--- config.mk ---
export PLATFORM = sky130hd
export DESIGN_NAME = ustx_top
export DESIGN_NICKNAME = d
export VERILOG_FILES = /design/src/verilog/ustx_pkg.sv /design/src/verilog/ustx_tick_if.sv /design/src/verilog/ustx_tick_gen.sv /design/src/verilog/ustx_top.sv
export SDC_FILE = /design/constraint.sdc
export NUM_CORES = 1
export LEC_CHECK = 0
export BUFFER_PORTS_ARGS = -buffer_cell sky130_fd_sc_hd__buf_4
export CAP_MARGIN = 20
export CORE_ASPECT_RATIO = 1.2
export CORE_MARGIN = 1
export CORE_UTILIZATION = 51
export DETAILED_ROUTE_END_ITERATION = 7
export PLACE_DENSITY = 0.74
export SLEW_MARGIN = 20
export SYNTH_ARGS = -nofsm -noshare
export SYNTH_HDL_FRONTEND = slang
export SYNTH_HIERARCHICAL = 1
export SYNTH_SLANG_ARGS = --single-unit
--- constraint.sdc ---
create_clock -name mclk -period 2.9 [get_ports mclk]
set_clock_uncertainty 0.05 [all_clocks]
set_input_delay 0.145 -clock mclk [delete_from_list [all_inputs] [get_ports mclk]]
set_output_delay 0.145 -clock mclk [all_outputs]
set_load 0.02 [all_outputs]
--- src/verilog/ustx_pkg.sv ---
// Package for the serial transmitter: APB register map, field positions,
// reset values and the frame state enumeration.
// Assumes a 32-bit APB bus with word-aligned registers.
`default_nettype none
package ustx_pkg;
  localparam logic [7:0] ADDR_DATA    = 8'h00;
  localparam logic [7:0] ADDR_CSA     = 8'h04;
  localparam logic [7:0] ADDR_CSB     = 8'h08;
  localparam logic [7:0] ADDR_CSC     = 8'h0c;
  localparam logic [7:0] ADDR_BAUD    = 8'h10;
  localparam logic [7:0] ADDR_IRQ_ACK = 8'h14;
  // ctrl_status_a
  localparam int CSA_DOUBLE   = 1;
  localparam int CSA_BUF_EMPT = 5;
  localparam int CSA_TX_DONE  = 6;
  // ctrl_status_b
  localparam int CSB_NINTH    = 0;
  localparam int CSB_TX_EN    = 3;
  localparam int CSB_TXC_IE   = 6;
  localparam int CSB_BE_IE    = 5;
  // ctrl_status_c
  localparam int CSC_POL      = 0;
  localparam int CSC_SIZE_LO  = 1;
  localparam int CSC_STOP2    = 3;
  localparam int CSC_PAR_ODD  = 4;
  localparam int CSC_PAR_EN   = 5;
  localparam int CSC_SYNC     = 6;
  localparam int CSC_SIZE_HI  = 7;
  localparam logic [7:0]  CSC_RESET  = 8'h06;
  localparam logic [11:0] BAUD_RESET = 12'h000;
  localparam logic [2:0]  SIZE_NINE  = 3'h7;
  localparam logic [4:0]  DIV_NORMAL = 5'h10;
  localparam logic [4:0]  DIV_DOUBLE = 5'h08;
  localparam logic [4:0]  DIV_SYNC   = 5'h02;
  typedef enum logic [2:0] {ST_IDLE, ST_START, ST_DATA, ST_PARITY, ST_STOP} ustx_state_t;
endpackage
`default_nettype wire

--- src/verilog/ustx_tick_if.sv ---
// Bit-tick carrier between the transmitter core and its tick generator.
// Assumes both ends run on the same clock.
`timescale 1ns/100ps
`default_nettype none
interface ustx_tick_if;
  logic tick;
  logic active;
  modport gen  (output tick, input active);
  modport core (input tick, output active);
endinterface
`default_nettype wire

--- src/verilog/ustx_tick_gen.sv ---
// Bit tick generator: baud down-counter, mode divider and external clock edges.
// Assumes serial_clock_in is already synchronised to mclk.
`timescale 1ns/100ps
`default_nettype none
module ustx_tick_gen (
  input  wire logic        mclk,
  input  wire logic        reset,
  input  wire logic [11:0] baud_divisor,
  input  wire logic        baud_load,
  input  wire logic        double_speed_bit,
  input  wire logic        sync_mode,
  input  wire logic        clock_slave,
  input  wire logic        clock_polarity_bit,
  input  wire logic        serial_clock_in,
  output logic             clk_out,
  ustx_tick_if.gen         tk
);
  import ustx_pkg::*;
  logic [11:0] cnt_reg, cnt_next;
  logic [4:0]  sub_reg, sub_next;
  logic        xck_d_reg, xck_d_next;
  logic        clk_reg, clk_next;
  logic [4:0]  div;
  logic        btick, ext_edge;

  always_comb begin
    div = sync_mode ? DIV_SYNC : (double_speed_bit ? DIV_DOUBLE : DIV_NORMAL);
    btick = (cnt_reg == 12'h000);
    cnt_next = (btick || baud_load) ? baud_divisor : cnt_reg - 12'h001;
    sub_next = sub_reg;
    if (!tk.active) begin
      sub_next = 5'h00;
    end else if (btick) begin
      sub_next = (sub_reg == div - 5'h01) ? 5'h00 : sub_reg + 5'h01;
    end
    // Master clock idles opposite the polarity and toggles on every baud tick,
    // so its first edge samples the start bit and data moves with the second
    clk_next = ~clock_polarity_bit;
    if (tk.active) begin
      clk_next = btick ? ~clk_reg : clk_reg;
    end
    xck_d_next = serial_clock_in;
    // Data changes on the rising edge for polarity zero, falling otherwise
    ext_edge = clock_polarity_bit ? (xck_d_reg && !serial_clock_in)
                                  : (!xck_d_reg && serial_clock_in);
    if (sync_mode && clock_slave) begin
      tk.tick = ext_edge;
    end else begin
      tk.tick = tk.active && btick && (sub_reg == div - 5'h01);
    end
  end

  always_ff @(posedge mclk) begin
    if (reset) begin
      cnt_reg   <= BAUD_RESET;
      sub_reg   <= 5'h00;
      xck_d_reg <= 1'b0;
      clk_reg   <= 1'b0;
    end else begin
      cnt_reg   <= cnt_next;
      sub_reg   <= sub_next;
      xck_d_reg <= xck_d_next;
      clk_reg   <= clk_next;
    end
  end

  assign clk_out = clk_reg;
endmodule
`default_nettype wire

--- src/verilog/ustx_top.sv ---
// Serial transmitter with APB register access, one-entry transmit buffer,
// shift register framing, buffer-empty and complete flags with requests.
// Assumes a single 50 MHz mclk; the receiver lives elsewhere.
//
// Behaviour
// - Enable takes serial output pin from port
// - Sync mode times bits from serial clock
// - Data write loads buffer, requests send
// - Buffer moves to shifter when idle/done
// - Shifter sends frame at selected rate
// - Short characters drop upper written bits
// - Buffer-empty flag tracks buffer occupancy
// - Empty request while flag and enable
// - Data write clears buffer-empty flag
// - Complete flag set when all sent
// - Complete clears on service or one-write
// - Complete request when flag and enable
// - Parity bit after data when enabled
// - Disable waits until nothing left
// - Disabled transmitter releases the pin
// - Start, data LSB first, parity, stops
// - Parity is xor, inverted for odd
// - Bit clock divides baud by 16/8/2
// - Sync data edge chosen by polarity
//
// Decided for this implementation: the placing of the registers and the APB slave port.
`timescale 1ns/100ps
`default_nettype none
module ustx_top (
  input  wire logic        mclk,
  input  wire logic        reset,
  input  wire logic        psel,
  input  wire logic        penable,
  input  wire logic        pwrite,
  input  wire logic [7:0]  paddr,
  input  wire logic [31:0] pwdata,
  output logic [31:0]      prdata,
  output logic             pready,
  output logic             pslverr,
  input  wire logic        global_irq_en,
  input  wire logic        port_out,
  input  wire logic        port_oe,
  input  wire logic        serial_clock_pin_i,
  input  wire logic        serial_clock_port_out,
  input  wire logic        serial_clock_port_oe,
  input  wire logic        serial_clock_master,
  output logic             serial_out_pin_o,
  output logic             serial_out_pin_oe,
  output logic             serial_clock_pin_o,
  output logic             serial_clock_pin_oe,
  output logic             irq_buffer_empty,
  output logic             irq_tx_complete,
  input  wire logic        irq_tx_complete_ack
);
  import ustx_pkg::*;

  ustx_tick_if tk ();

  logic [7:0]  csc_reg, csc_next;
  logic [11:0] baud_reg, baud_next;
  logic        dbl_reg, dbl_next;
  logic        en_reg, en_next;
  logic        ninth_reg, ninth_next;
  logic        beie_reg, beie_next;
  logic        tcie_reg, tcie_next;
  logic [8:0]  buf_reg, buf_next;
  logic        full_reg, full_next;
  logic        done_reg, done_next;
  logic        live_reg, live_next;
  ustx_state_t st_reg, st_next;
  logic [8:0]  sh_reg, sh_next;
  logic [3:0]  bit_reg, bit_next;
  logic        par_reg, par_next;
  logic        line_reg, line_next;
  logic        stop2_reg, stop2_next;
  logic [31:0] rd_reg, rd_next;
  logic        xs1_reg, xs2_reg;
  logic        wr, rd, sync_mode, load_sh, frame_end;
  logic [2:0]  size;
  logic [3:0]  nbits;

  function automatic logic [8:0] size_mask(input logic [2:0] code);
    case (code)
      3'h0:    size_mask = 9'h01f;
      3'h1:    size_mask = 9'h03f;
      3'h2:    size_mask = 9'h07f;
      3'h3:    size_mask = 9'h0ff;
      3'h7:    size_mask = 9'h1ff;
      default: size_mask = 9'h0ff;
    endcase
  endfunction

  function automatic logic [3:0] size_bits(input logic [2:0] code);
    case (code)
      3'h0:    size_bits = 4'h5;
      3'h1:    size_bits = 4'h6;
      3'h2:    size_bits = 4'h7;
      3'h7:    size_bits = 4'h9;
      default: size_bits = 4'h8;
    endcase
  endfunction

  assign wr        = psel && penable && pwrite;
  assign rd        = psel && !penable && !pwrite;
  assign size      = {csc_reg[CSC_SIZE_HI], csc_reg[CSC_SIZE_LO+1], csc_reg[CSC_SIZE_LO]};
  assign nbits     = size_bits(size);
  assign sync_mode = csc_reg[CSC_SYNC];
  assign tk.active = (st_reg != ST_IDLE) && !(sync_mode && !serial_clock_master);
  assign frame_end = tk.tick && (st_reg == ST_STOP) && !stop2_reg;
  assign load_sh   = full_reg && live_reg && ((st_reg == ST_IDLE) || frame_end);

  // Register state and buffer
  always_comb begin
    csc_next   = csc_reg;
    baud_next  = baud_reg;
    dbl_next   = dbl_reg;
    en_next    = en_reg;
    ninth_next = ninth_reg;
    beie_next  = beie_reg;
    tcie_next  = tcie_reg;
    buf_next   = buf_reg;
    full_next  = full_reg;
    done_next  = done_reg;
    if (load_sh) begin
      full_next = 1'b0;
    end
    if (wr) begin
      unique case (paddr)
        ADDR_DATA: begin
          buf_next  = {ninth_reg, pwdata[7:0]} & size_mask(size);
          full_next = 1'b1;
        end
        ADDR_CSA: begin
          dbl_next = pwdata[CSA_DOUBLE];
          if (pwdata[CSA_TX_DONE]) begin
            done_next = 1'b0;
          end
        end
        ADDR_CSB: begin
          ninth_next = pwdata[CSB_NINTH];
          en_next    = pwdata[CSB_TX_EN];
          beie_next  = pwdata[CSB_BE_IE];
          tcie_next  = pwdata[CSB_TXC_IE];
        end
        ADDR_CSC:  csc_next  = pwdata[7:0];
        ADDR_BAUD: baud_next = pwdata[11:0];
        default: begin
        end
      endcase
    end
    if (irq_tx_complete_ack) begin
      done_next = 1'b0;
    end
    // Set wins over a clear in the same cycle
    if (live_reg && frame_end && !full_reg) begin
      done_next = 1'b1;
    end
  end

  // Deferred disable: stays live until shifter and buffer are drained
  always_comb begin
    live_next = live_reg;
    if (en_reg) begin
      live_next = 1'b1;
    end else if (!full_reg && (st_reg == ST_IDLE)) begin
      live_next = 1'b0;
    end
  end

  // Frame shifter
  always_comb begin
    st_next    = st_reg;
    sh_next    = sh_reg;
    bit_next   = bit_reg;
    par_next   = par_reg;
    line_next  = line_reg;
    stop2_next = stop2_reg;
    if (load_sh) begin
      st_next   = ST_START;
      sh_next   = buf_reg;
      bit_next  = 4'h0;
      par_next  = ^buf_reg ^ csc_reg[CSC_PAR_ODD];
      line_next = 1'b0;
    end else if (tk.tick) begin
      unique case (st_reg)
        ST_IDLE: line_next = 1'b1;
        ST_START, ST_DATA: begin
          if (st_reg == ST_DATA && bit_reg == nbits) begin
            st_next   = csc_reg[CSC_PAR_EN] ? ST_PARITY : ST_STOP;
            line_next = csc_reg[CSC_PAR_EN] ? par_reg : 1'b1;
            stop2_next = csc_reg[CSC_STOP2];
          end else begin
            st_next   = ST_DATA;
            line_next = sh_reg[0];
            sh_next   = {1'b0, sh_reg[8:1]};
            bit_next  = bit_reg + 4'h1;
          end
        end
        ST_PARITY: begin
          st_next    = ST_STOP;
          line_next  = 1'b1;
          stop2_next = csc_reg[CSC_STOP2];
        end
        ST_STOP: begin
          if (stop2_reg) begin
            stop2_next = 1'b0;
          end else begin
            st_next   = ST_IDLE;
            line_next = 1'b1;
          end
        end
      endcase
    end
  end

  // Read mux, registered in the setup cycle
  always_comb begin
    rd_next = rd_reg;
    if (rd) begin
      unique case (paddr)
        ADDR_CSA:  rd_next = {25'h0, done_reg, !full_reg, 3'h0, dbl_reg, 1'b0};
        ADDR_CSB:  rd_next = {25'h0, tcie_reg, beie_reg, 1'b0, en_reg, 2'h0, ninth_reg};
        ADDR_CSC:  rd_next = {24'h0, csc_reg};
        ADDR_BAUD: rd_next = {20'h0, baud_reg};
        default:   rd_next = 32'h0;
      endcase
    end
  end

  always_ff @(posedge mclk) begin
    if (reset) begin
      csc_reg <= CSC_RESET;  baud_reg <= BAUD_RESET;
      dbl_reg <= 1'b0;  en_reg <= 1'b0;  ninth_reg <= 1'b0;
      beie_reg <= 1'b0;  tcie_reg <= 1'b0;
      buf_reg <= 9'h000;  full_reg <= 1'b0;  done_reg <= 1'b0;  live_reg <= 1'b0;
      st_reg <= ST_IDLE;  sh_reg <= 9'h000;  bit_reg <= 4'h0;
      par_reg <= 1'b0;  line_reg <= 1'b1;  stop2_reg <= 1'b0;
      rd_reg <= 32'h0;  xs1_reg <= 1'b0;  xs2_reg <= 1'b0;
    end else begin
      csc_reg <= csc_next;  baud_reg <= baud_next;
      dbl_reg <= dbl_next;  en_reg <= en_next;  ninth_reg <= ninth_next;
      beie_reg <= beie_next;  tcie_reg <= tcie_next;
      buf_reg <= buf_next;  full_reg <= full_next;  done_reg <= done_next;
      live_reg <= live_next;
      st_reg <= st_next;  sh_reg <= sh_next;  bit_reg <= bit_next;
      par_reg <= par_next;  line_reg <= line_next;  stop2_reg <= stop2_next;
      rd_reg <= rd_next;
      xs1_reg <= serial_clock_pin_i;
      xs2_reg <= xs1_reg;
    end
  end

  ustx_tick_gen u_tick (
    .mclk               (mclk),
    .reset              (reset),
    .baud_divisor       (baud_next),
    .baud_load          (wr && paddr == ADDR_BAUD),
    .double_speed_bit   (dbl_reg),
    .sync_mode          (sync_mode),
    .clock_slave        (!serial_clock_master),
    .clock_polarity_bit (csc_reg[CSC_POL]),
    .serial_clock_in    (xs2_reg),
    .clk_out            (serial_clock_pin_o),
    .tk                 (tk)
  );

  assign prdata  = rd_reg;
  assign pready  = 1'b1;
  assign pslverr = 1'b0;
  // Master sync mode clock goes out while live; otherwise serial_clock_port_oe sets the pin enable
  assign serial_clock_pin_oe = (live_reg && sync_mode && serial_clock_master)
                               ? 1'b1 : serial_clock_port_oe;
  assign serial_out_pin_o  = live_reg ? line_reg : port_out;
  assign serial_out_pin_oe = live_reg ? 1'b1 : port_oe;
  assign irq_buffer_empty  = global_irq_en && beie_reg && !full_reg;
  assign irq_tx_complete   = global_irq_en && tcie_reg && done_reg;
endmodule
`default_nettype wire

==> results of run 1 <==
[area by class of cell]
type	instances	area, um^2
Sequential cell	89	1780
Tap cell	123	154
Multi-Input combinational cell	443	2860
Clock inverter	5	63.8
Timing Repair Buffer	67	505
Fill cell	875	3800
Inverter	14	52.6
Clock buffer	11	243
[repair_timing]
action | in CTS | in global routing
hold buffers | 1 | 0
gates resized for setup | 0 | 1
endpoints found under the hold margin | 1 | 0
setup endpoints to repair | 0 | 7
[how the worst max path moves through the flow]
| stage | startpoint | end | slack, ns | depth (start not counted) |
|---|---|---|---|---|
| after floorplan | u_tick/cnt_reg[0] | bit_reg[2] | 0.07 | 12 |
| after CTS | u_tick/cnt_reg[0] | sh_reg[5] | 0.21 | 12 |
| after detailed placement | u_tick/cnt_reg[0] | sh_reg[5] | 0.24 | 12 |
| after global placement | u_tick/cnt_reg[0] | sh_reg[4] | 0.34 | 12 |
| after global routing | u_tick/cnt_reg[0] | bit_reg[1] | 0.04 | 13 |
| final | u_tick/cnt_reg[0] | sh_reg[5] | 0.24 | 12 |
[cells by family (layout without fill, tap and decap cells)]
family / count (synthesis) / in the layout / share of synthesized area [%]
AOI/OAI and AO/OA: 127 / 127 / 18.2
xor gates and xnor gates: 22 / 22 / 3.90
adders and majority gates: 4 / 4 / 1.01
buffers and inverters: 66 / 97 / 7.72
DFF: 89 / 89 / 36.0
muxes: 42 / 42 / 9.04
other: 2 / 22 / 0.152
and+or+nand+nor: 226 / 226 / 24.0
[layer usage]
| layer | global-route usage, % | share of wire [%] | up-vias |
|---|---|---|---|
| met4 | 8.26 | 1.8 | 0 |
| met1 | 27.9 | 42 | 2057 |
| li1 | - | - | 2109 |
| met5 | 0 | 0 | - |
| met2 | 43.0 | 52 | 100 |
| met3 | 4.56 | 3.9 | 14 |
[worst max-delay path, stage by stage, from the launching register on]
cell	delay, ns
dfxtp_1	0.33
inv_1	0.10
ha_1	0.19
nor4b_4	0.23
nand3_2	0.12
nor3_1	0.21
a31o_2	0.26
nand2_1	0.15
buf_4	0.24
nor3b_1	0.21
a21oi_1	0.05
mux2_1	0.28
o22ai_1	0.15
[report_power, final]
group	switching [W]	internal, W	leakage (nW)
Sequential	0.0000914	0.00129	0.720
Combinational	0.000427	0.000372	1.34
Clock	0.000491	0.000698	0.146
[stage by stage]
stage               power (W)  instance area, um^2
global route          0.00352                 5660
floorplan             0.00202                 5020
detailed placement    0.00218                 5340
finish                0.00337                 5660
CTS                   0.00337                 5660
global placement      0.00215                 5340
[placed cells by master, fill, tap and decap left out, types with 3 or more instances in the layout]
cell / n
nand4_1: 5
mux2_2: 6
o21ai_1: 5
or3_1: 3
mux2_1: 15
nor3_1: 9
nor3b_1: 11
nor2b_1: 20
a22o_1: 3
clkbuf_16: 9
inv_1: 14
conb_1: 22
o21ai_0: 14
ha_1: 4
nand2b_1: 5
xnor2_1: 17
a211oi_2: 4
nand3_1: 7
dfxtp_1: 89
o22ai_1: 10
or4_1: 4
nor2_1: 67
and3_1: 9
buf_4: 66
nand2_1: 57
mux2i_1: 21
a22oi_1: 22
o31ai_1: 3
xor2_1: 5
a21oi_1: 36
and2_1: 4
==> flow_metrics.tcl, run 1 <==
set metrics [dict create \
    die_w_um 91.9 \
    ff2ff_path_depth 12 \
    max_slew_margin_pct 38.4 \
    wl_per_cell_um 15.6 \
    status "completed" \
    seq_area_frac_synth_pct 36.0 \
    cts_buffer_depth 2 \
    ff2ff_setup_slack_ns 0.24 \
    whs_ns 0.0284 \
    crit_fanout 19 \
    fin_setup_tns_ns 0 \
    synth_edf_count 0 \
    firstDrtPassIters 5 \
    final_util_pct 59.8 \
    worstMarginPinSlew_ns 0.924 \
    num_vias 4280 \
    grt.overflow.total 0 \
    powerDensity_nw_per_um2 594 \
    leakage_nw 2.20 \
    timing.fmax_mhz 375 \
    grt_pass1_vias 3939 \
    start_kind "flip-flop" \
    io_pins 93 \
    maxSlewViolCount 0 \
    cts_tree "done" \
    die_area_um2 10100 \
    hp-start "irq_tx_complete_ack" \
    antenna_found_initial 0 \
    required_ns 3.11 \
    cp.arrival_ns 2.87 \
    drive_gt1_share_pct 18.4 \
    rows 39 \
    synthTopCellsByArea "dfxtp_1 36%, nor2_1 5.1%, nand2_1 4.3%, mux2i_1 4.3%, a21oi_1 3.6%" \
    setup_viol 0 \
    diodes 0 \
    drt-total-wl_um 11700 \
    syn_inst 578 \
    hold_depth 3 \
    core_area_um2 9470 \
    area_growth_pct 14.6 \
    preCtsSetupSlack_ns 0.239 \
    crit_type "reg -> reg" \
    rsz0062_at_grt "false" \
    instances_no_fill 752 \
    max_cap_viol_count 0 \
    yosysMostFrequentCell "dfxtp_1" \
    htreeDepth 3 \
    ys_async_sr_fraction_pct 0 \
    numCtsBuffers 9 \
    die_h_um 110 \
    worstReg2RegStart "u_tick/cnt_reg[0]" \
    fin_crit_ns 2.66 \
    synth.largest_area_cell "dfxtp_1" \
    cts_setup_buffers 0 \
    drc 0 \
    ys_ff_latch 89 \
    synth_area_per_cell_um2 8.55 \
    routabilityCongestion 0.874 \
    syn_area_um2 4940 \
    hold_viol_final 0 \
    synth_common_cells "89 x dfxtp_1, 67 x nor2_1, 57 x nand2_1, 36 x a21oi_1" \
    synth_cell_types 76 \
    peakVddDrop_mv 0.446 \
    r2r_end "sh_reg[5]" \
    clockRootBuffer "clkbuf_16" \
    synth_top_area_share_pct 36.0 \
    hp-class "in -> reg" \
    ys.flop_type "dfxtp_1" \
    grt_usage_pct 23.7 \
    drtIter0Drc 279 \
    grt_pass1_wl_um 18800 \
    min_period_over_period_pct 91.9 \
    cts.clk_slew.worst_paths_ns 0.07 \
    min_to "done_reg" \
    via_per_inst 5.69 \
    portBuffers 49 \
    cts.sinks 89 \
    ant_nets 0 \
    endpoint_kind "flip-flop" \
    placed_cells 735 \
    grt_max_degree 83 \
    start_util_pct 52.2 \
    finalWorstSetupSlack_ns 0.236 \
    clk_latency_ns 0.34 \
    fin_nets 681 \
    synth_warnings 6 \
    dp_hpwl_um 8320 \
]
No activity file was read; power rests on OpenSTA's default activity.
==> run 2: changes to the inputs <==
Settings changed: CORE_UTILIZATION 51 to 48, PLACE_DENSITY 0.74 to 0.71, RECOVER_POWER set to 25, SYNTH_HIERARCHICAL 1 to not set.
==> flow_metrics.tcl, run 2 <==
set metrics [dict create \
    synthTopCellsByArea "dfxtp_1 40%, a21oi_1 7.0%, nand2_1 6.3%, mux2i_1 5.6%, xnor2_1 3.7%" \
    synth_top_family_by_area "simple AND/OR/NAND/NOR gates" \
    num_vias 3842 \
    grt.overflow.total 0 \
    cp_slowest_cell "or4b_1" \
    syn_inst 540 \
    final_common_cell "dfxtp_1" \
    status "completed" \
    maxSlewViolCount 0 \
    finalInstanceArea_um2 5030 \
    grt_util_met3_pct 5.58 \
    required_ns 3.10 \
    synthAdderAreaFrac_pct 1.13 \
    synth.largest_area_cell "dfxtp_1" \
    fin_crit_ns 2.66 \
    endpoint_kind "flip-flop" \
    syn_area_um2 4440 \
    die_area_um2 9650 \
    ys.flop_type "dfxtp_1" \
    max_slew_margin_pct 52.8 \
    cts.sinks 89 \
    leakage_nw 1.88 \
    crit_fanout 9 \
    drc 0 \
    cts_resized 0 \
    io_pins 93 \
    fin_setup_tns_ns 0 \
    powerDensity_nw_per_um2 588 \
    numCtsBuffers 9 \
    cts_tree "done" \
    synth_common_cells "89 x dfxtp_1, 74 x nand2_1, 62 x a21oi_1, 40 x nor2_1, 27 x clkbuf_1" \
    die_w_um 89.8 \
    cpPeakStageDelay_ns 0.57 \
    grt_pass1_vias 3609 \
    drtIter0Drc 180 \
    synth_top_area_share_pct 40.1 \
    ff2ff_setup_slack_ns 0.24 \
    clk_latency_ns 0.35 \
    use_met2_pct 38.2 \
    synth_edf_count 0 \
    path_cells "inv_1 > ha_1 > or4b_1 > nor3_4 > a31oi_1 > a211o_1 > buf_4 > mux2i_1 > a21oi_1" \
    hold_viol_final 0 \
    final_cell_mix "89 x dfxtp_1, 74 x nand2_1, 62 x a21oi_1" \
    via_per_inst 5.43 \
    ys_ff_latch 89 \
    start_util_pct 49.2 \
    cts_buffer_depth 2 \
    clockRootBuffer "clkbuf_8" \
    cts_hold_buf 6 \
    antenna_found_initial 0 \
    cts_setup_buffers 0 \
    busiest_layer "met2" \
    ant_nets 0 \
    grt_pass1_wl_um 17100 \
    portBuffers 49 \
    cts.clk_slew.worst_paths_ns 0.08 \
    core_area_um2 9030 \
    grt_max_degree 50 \
    drt-total-wl_um 10300 \
    grt_usage_pct 22.3 \
    synthMuxAreaShare_pct 6.14 \
    synth_warnings 0 \
    drive_gt1_share_pct 11.8 \
    max_cap_viol_count 0 \
    dp_hpwl_um 7530 \
    synth_area_per_cell_um2 8.23 \
    diodes 0 \
    place_area_um2 4840 \
    worstMarginPinSlew_ns 0.706 \
    synth_compound_area_share_pct 18.9 \
    min_period_over_period_pct 91.6 \
    crit_buf_inv 2 \
    synth_cell_types 57 \
    seq_area_frac_synth_pct 40.1 \
    hp-class "in -> reg" \
    wl_per_cell_um 14.5 \
    area_growth_pct 13.1 \
    peakVddDrop_mv 0.432 \
    htreeDepth 3 \
    final_util_pct 55.7 \
    rsz0062_at_grt "false" \
    synth_xor_area_share_pct 4.73 \
    die_h_um 107 \
    yosysMostFrequentCell "dfxtp_1" \
    critPathTopFamily "simple AND/OR/NAND/NOR gates" \
    ys_async_sr_fraction_pct 0 \
    routabilityCongestion 0.843 \
    setup_viol 0 \
    fin_nets 641 \
    start_kind "flip-flop" \
    rows 38 \
    crit_type "reg -> reg" \
    met1_usage_pct 26.1 \
    firstDrtPassIters 7 \
    cp.arrival_ns 2.86 \
    synthSimpleGateAreaFrac_pct 20.9 \
    timing.fmax_mhz 376 \
]
==> run 2: changes by cell type after synthesis, sizes merged, moves of 6 or more <==
cell | before | now
nor2 | 67 | 40
nand3 | 8 | 14
mux2 | 21 | 2
nor2b | 20 | 7
o211ai | 3 | 14
a22oi | 23 | 11
nand2 | 58 | 74
nor3b | 11 | 2
a21oi | 36 | 62
==> run 2: path summary, 6_finish.rpt <==
path	startpoint	end	depth (start not counted)
setup / recovery	u_tick.cnt_reg[0]	sh_reg[0]	9
hold / removal	pwdata[9]	baud_reg[9]	3
setup reg to reg	u_tick.cnt_reg[0]	sh_reg[0]	9
hold reg to reg	xs1_reg	xs2_reg	1
==> run 2: cells by family (layout without fill, tap and decap cells) <==
group | after synthesis | in the layout
AO/OA/AOI/OAI | 135 | 135
XOR/XNOR | 24 | 24
adder cells (fa/ha/maj) | 4 | 4
buffers and inverters | 69 | 96
flip-flops | 89 | 89
multiplexers | 27 | 27
other | 2 | 22
AND/OR/NAND/NOR | 190 | 190
==> run 2: routing by layer <==
layer	vias up	routed length, um
li1	1935	-
met1	1776	4380
met2	105	5170
met3	26	413
met4	0	308
met5	-	0
==> run 2: tightest hold or removal path, cell delays in order <==
cell and delay [ns]:
buf_4 0.11, nand2_1 0.07, a21oi_1 0.06
==> run 2: report_power, final <==
| group | total [W] | switching (W) | internal [W] | leakage (nW) |
|---|---|---|---|---|
| Combinational | 0.000734 | 0.000399 | 0.000336 | 1.06 |
| Sequential | 0.00134 | 0.0000525 | 0.00128 | 0.720 |
| Clock | 0.000886 | 0.000413 | 0.000473 | 0.102 |
| Total | 0.00296 | 0.000864 | 0.00209 | 1.88 |
==> run 2: final cells by class <==
class | instances | area [um^2]
clock buffer | 10 | 128
timing repair buffer | 69 | 465
fill | 875 | 4010
multi-input combinational | 402 | 2380
clock inverter | 4 | 70.1
inverter | 13 | 48.8
tap | 120 | 150
sequential | 89 | 1780
==> run 2: per-stage QoR <==
step                      hold slack (ns)  cells  total power, W  worst slack [ns]
after floorplan                     0.223    560         0.00196             0.393
after CTS                         0.00286    707         0.00298             0.261
after detailed placement            0.322    687         0.00209             0.284
after global placement              0.314    687         0.00207             0.335
final                              0.0183    707         0.00296             0.243
after global routing              0.00830    707         0.00312            0.0412
==> run 3: changes to the inputs <==
Settings changed: CORE_ASPECT_RATIO 1.2 to not set, PLACE_DENSITY 0.71 to 0.68.
Clock period 2.9 ns to 3.35 ns, I/O delays scaled along.
==> flow_metrics.tcl, run 3 (synthesis gave the netlist of run 2 again) <==
set metrics [dict create \
    crit_type "reg -> reg" \
    ant_nets 0 \
    setup_viol 0 \
    firstDrtPassIters 6 \
    max_cap_viol_count 0 \
    drc 0 \
    cpPeakStageDelay_ns 0.57 \
    cp.arrival_ns 2.98 \
    grt_usage_pct 21.9 \
    clk_latency_ns 0.37 \
    grt_pass1_vias 3473 \
    num_vias 3856 \
    area_growth_pct 10.2 \
    instances_no_fill 685 \
    maxSlewViolCount 0 \
    htreeDepth 3 \
    powerDensity_nw_per_um2 503 \
    fillers 876 \
    io_pins 93 \
    final_cell_mix "89 x dfxtp_1, 74 x nand2_1, 62 x a21oi_1" \
    required_ns 3.54 \
    grt.overflow.total 0 \
    cts_resized 0 \
    core_area_um2 8850 \
    status "completed" \
    fin_nets 629 \
    hp-class "in -> reg" \
    whs_ns 0.0197 \
    dp_hpwl_um 7390 \
    grt_max_degree 70 \
    worstMarginPinSlew_ns 0.800 \
    antenna_found_initial 0 \
    numCtsBuffers 9 \
    die_h_um 98.2 \
    cts_buffer_depth 2 \
    drt-total-wl_um 10300 \
    fin_setup_tns_ns 0 \
    hold_viol_final 0 \
    portBuffers 49 \
    path_cells "inv_1 > ha_1 > or4b_1 > nor3_4 > buf_4 > nand4_1 > and2_1 > nand2_1 > nor3_1" \
    cts.sinks 89 \
    routabilityCongestion 0.839 \
    hp-start "pwdata[1]" \
    start_kind "flip-flop" \
    max_slew_margin_pct 46.7 \
    die_w_um 98.2 \
    min_period_over_period_pct 83.4 \
    start_util_pct 50.2 \
    worstReg2RegStart "u_tick.cnt_reg[0]" \
    peakVddDrop_mv 0.265 \
    leakage_nw 1.81 \
    via_per_inst 5.63 \
    grt_pass1_wl_um 16900 \
    startpoint "u_tick.cnt_reg[0]" \
    fin_crit_ns 2.79 \
    final_common_cell "dfxtp_1" \
    rsz0062_at_grt "false" \
    cts_tree "done" \
    drive_gt1_share_pct 11.1 \
    power_w 0.00246 \
    wl_per_cell_um 15.0 \
    rows 34 \
    crit_fanout 23 \
    die_area_um2 9650 \
    timing.fmax_mhz 358 \
    cts.clk_slew.worst_paths_ns 0.10 \
    drtIter0Drc 183 \
    clockRootBuffer "clkbuf_8" \
    cp_slowest_cell "or4b_1" \
    endpoint_kind "flip-flop" \
    diodes 0 \
    placed_cells 667 \
]
## run 3: cell types whose count changed in the layout (fill, tap and decap cells not counted)
cell / before / now
dlygate4sd3_1: 6 / 2
clkbuf_8: 9 / 10
clkinvlp_4: 0 / 1
clkinv_4: 0 / 3
buf_4: 43 / 35
clkbuf_1: 19 / 18
bufinv_16: 2 / 0
## run 3: metal layers
layer  vias up  global-route usage, %  share of wire [%]
met5         -                      0                  0
met2       124                   35.5                 48
met3        21                   6.16                6.3
met4         0                   7.23                2.3
li1       1925                      -                  -
met1      1786                   28.0                 44
## run 3: critical path, delay by kind of cell (launching register included)
family | cells | cell delay [ns]
DFF | 1 | 0.35
adders and majority gates | 1 | 0.14
buffers and inverters | 2 | 0.30
and+or+nand+nor | 6 | 1.82
## run 3: path summary, 6_finish.rpt
path           endpoint  depth (start not counted)  slack [ns]
max           st_reg[2]                          9        0.56
min reg2reg  prdata[10]                          2        0.41
min             dbl_reg                          3        0.02
max reg2reg   st_reg[2]                          9        0.56
## run 3: through the flow
stage	worst slack (ns)	utilization (%)	area (um^2)
floorplan	0.843	-	4520
global placement	0.647	53.8	4760
detailed placement	0.587	53.8	4760
CTS	0.562	56.1	4960
global route	0.310	55.3	4900
finish	0.557	55.3	4900
## run 3: what timing repair did
action / in CTS / in global routing
hold buffers: 2 / 0
hold endpoints to repair: 2 / 0
buffers inserted: 0 / 0
## run 3: power by group
group | switching, W | leakage [nW] | total, W | internal (W)
sequential | 0.0000464 | 0.720 | 0.00116 | 0.00111
combinational | 0.000348 | 1.00 | 0.000622 | 0.000274
clock | 0.000392 | 0.0922 | 0.000683 | 0.000291
## run 3: layout make-up
class | count | area [um^2] | share of cell area (%)
sequential | 89 | 1780 | 36.4
tap | 108 | 135 | 2.76
timing repair buffer | 57 | 365 | 7.46
multi-input combinational | 402 | 2380 | 48.7
clock inverter | 6 | 43.8 | 0.894
inverter | 13 | 48.8 | 0.997
clock buffer | 10 | 138 | 2.81
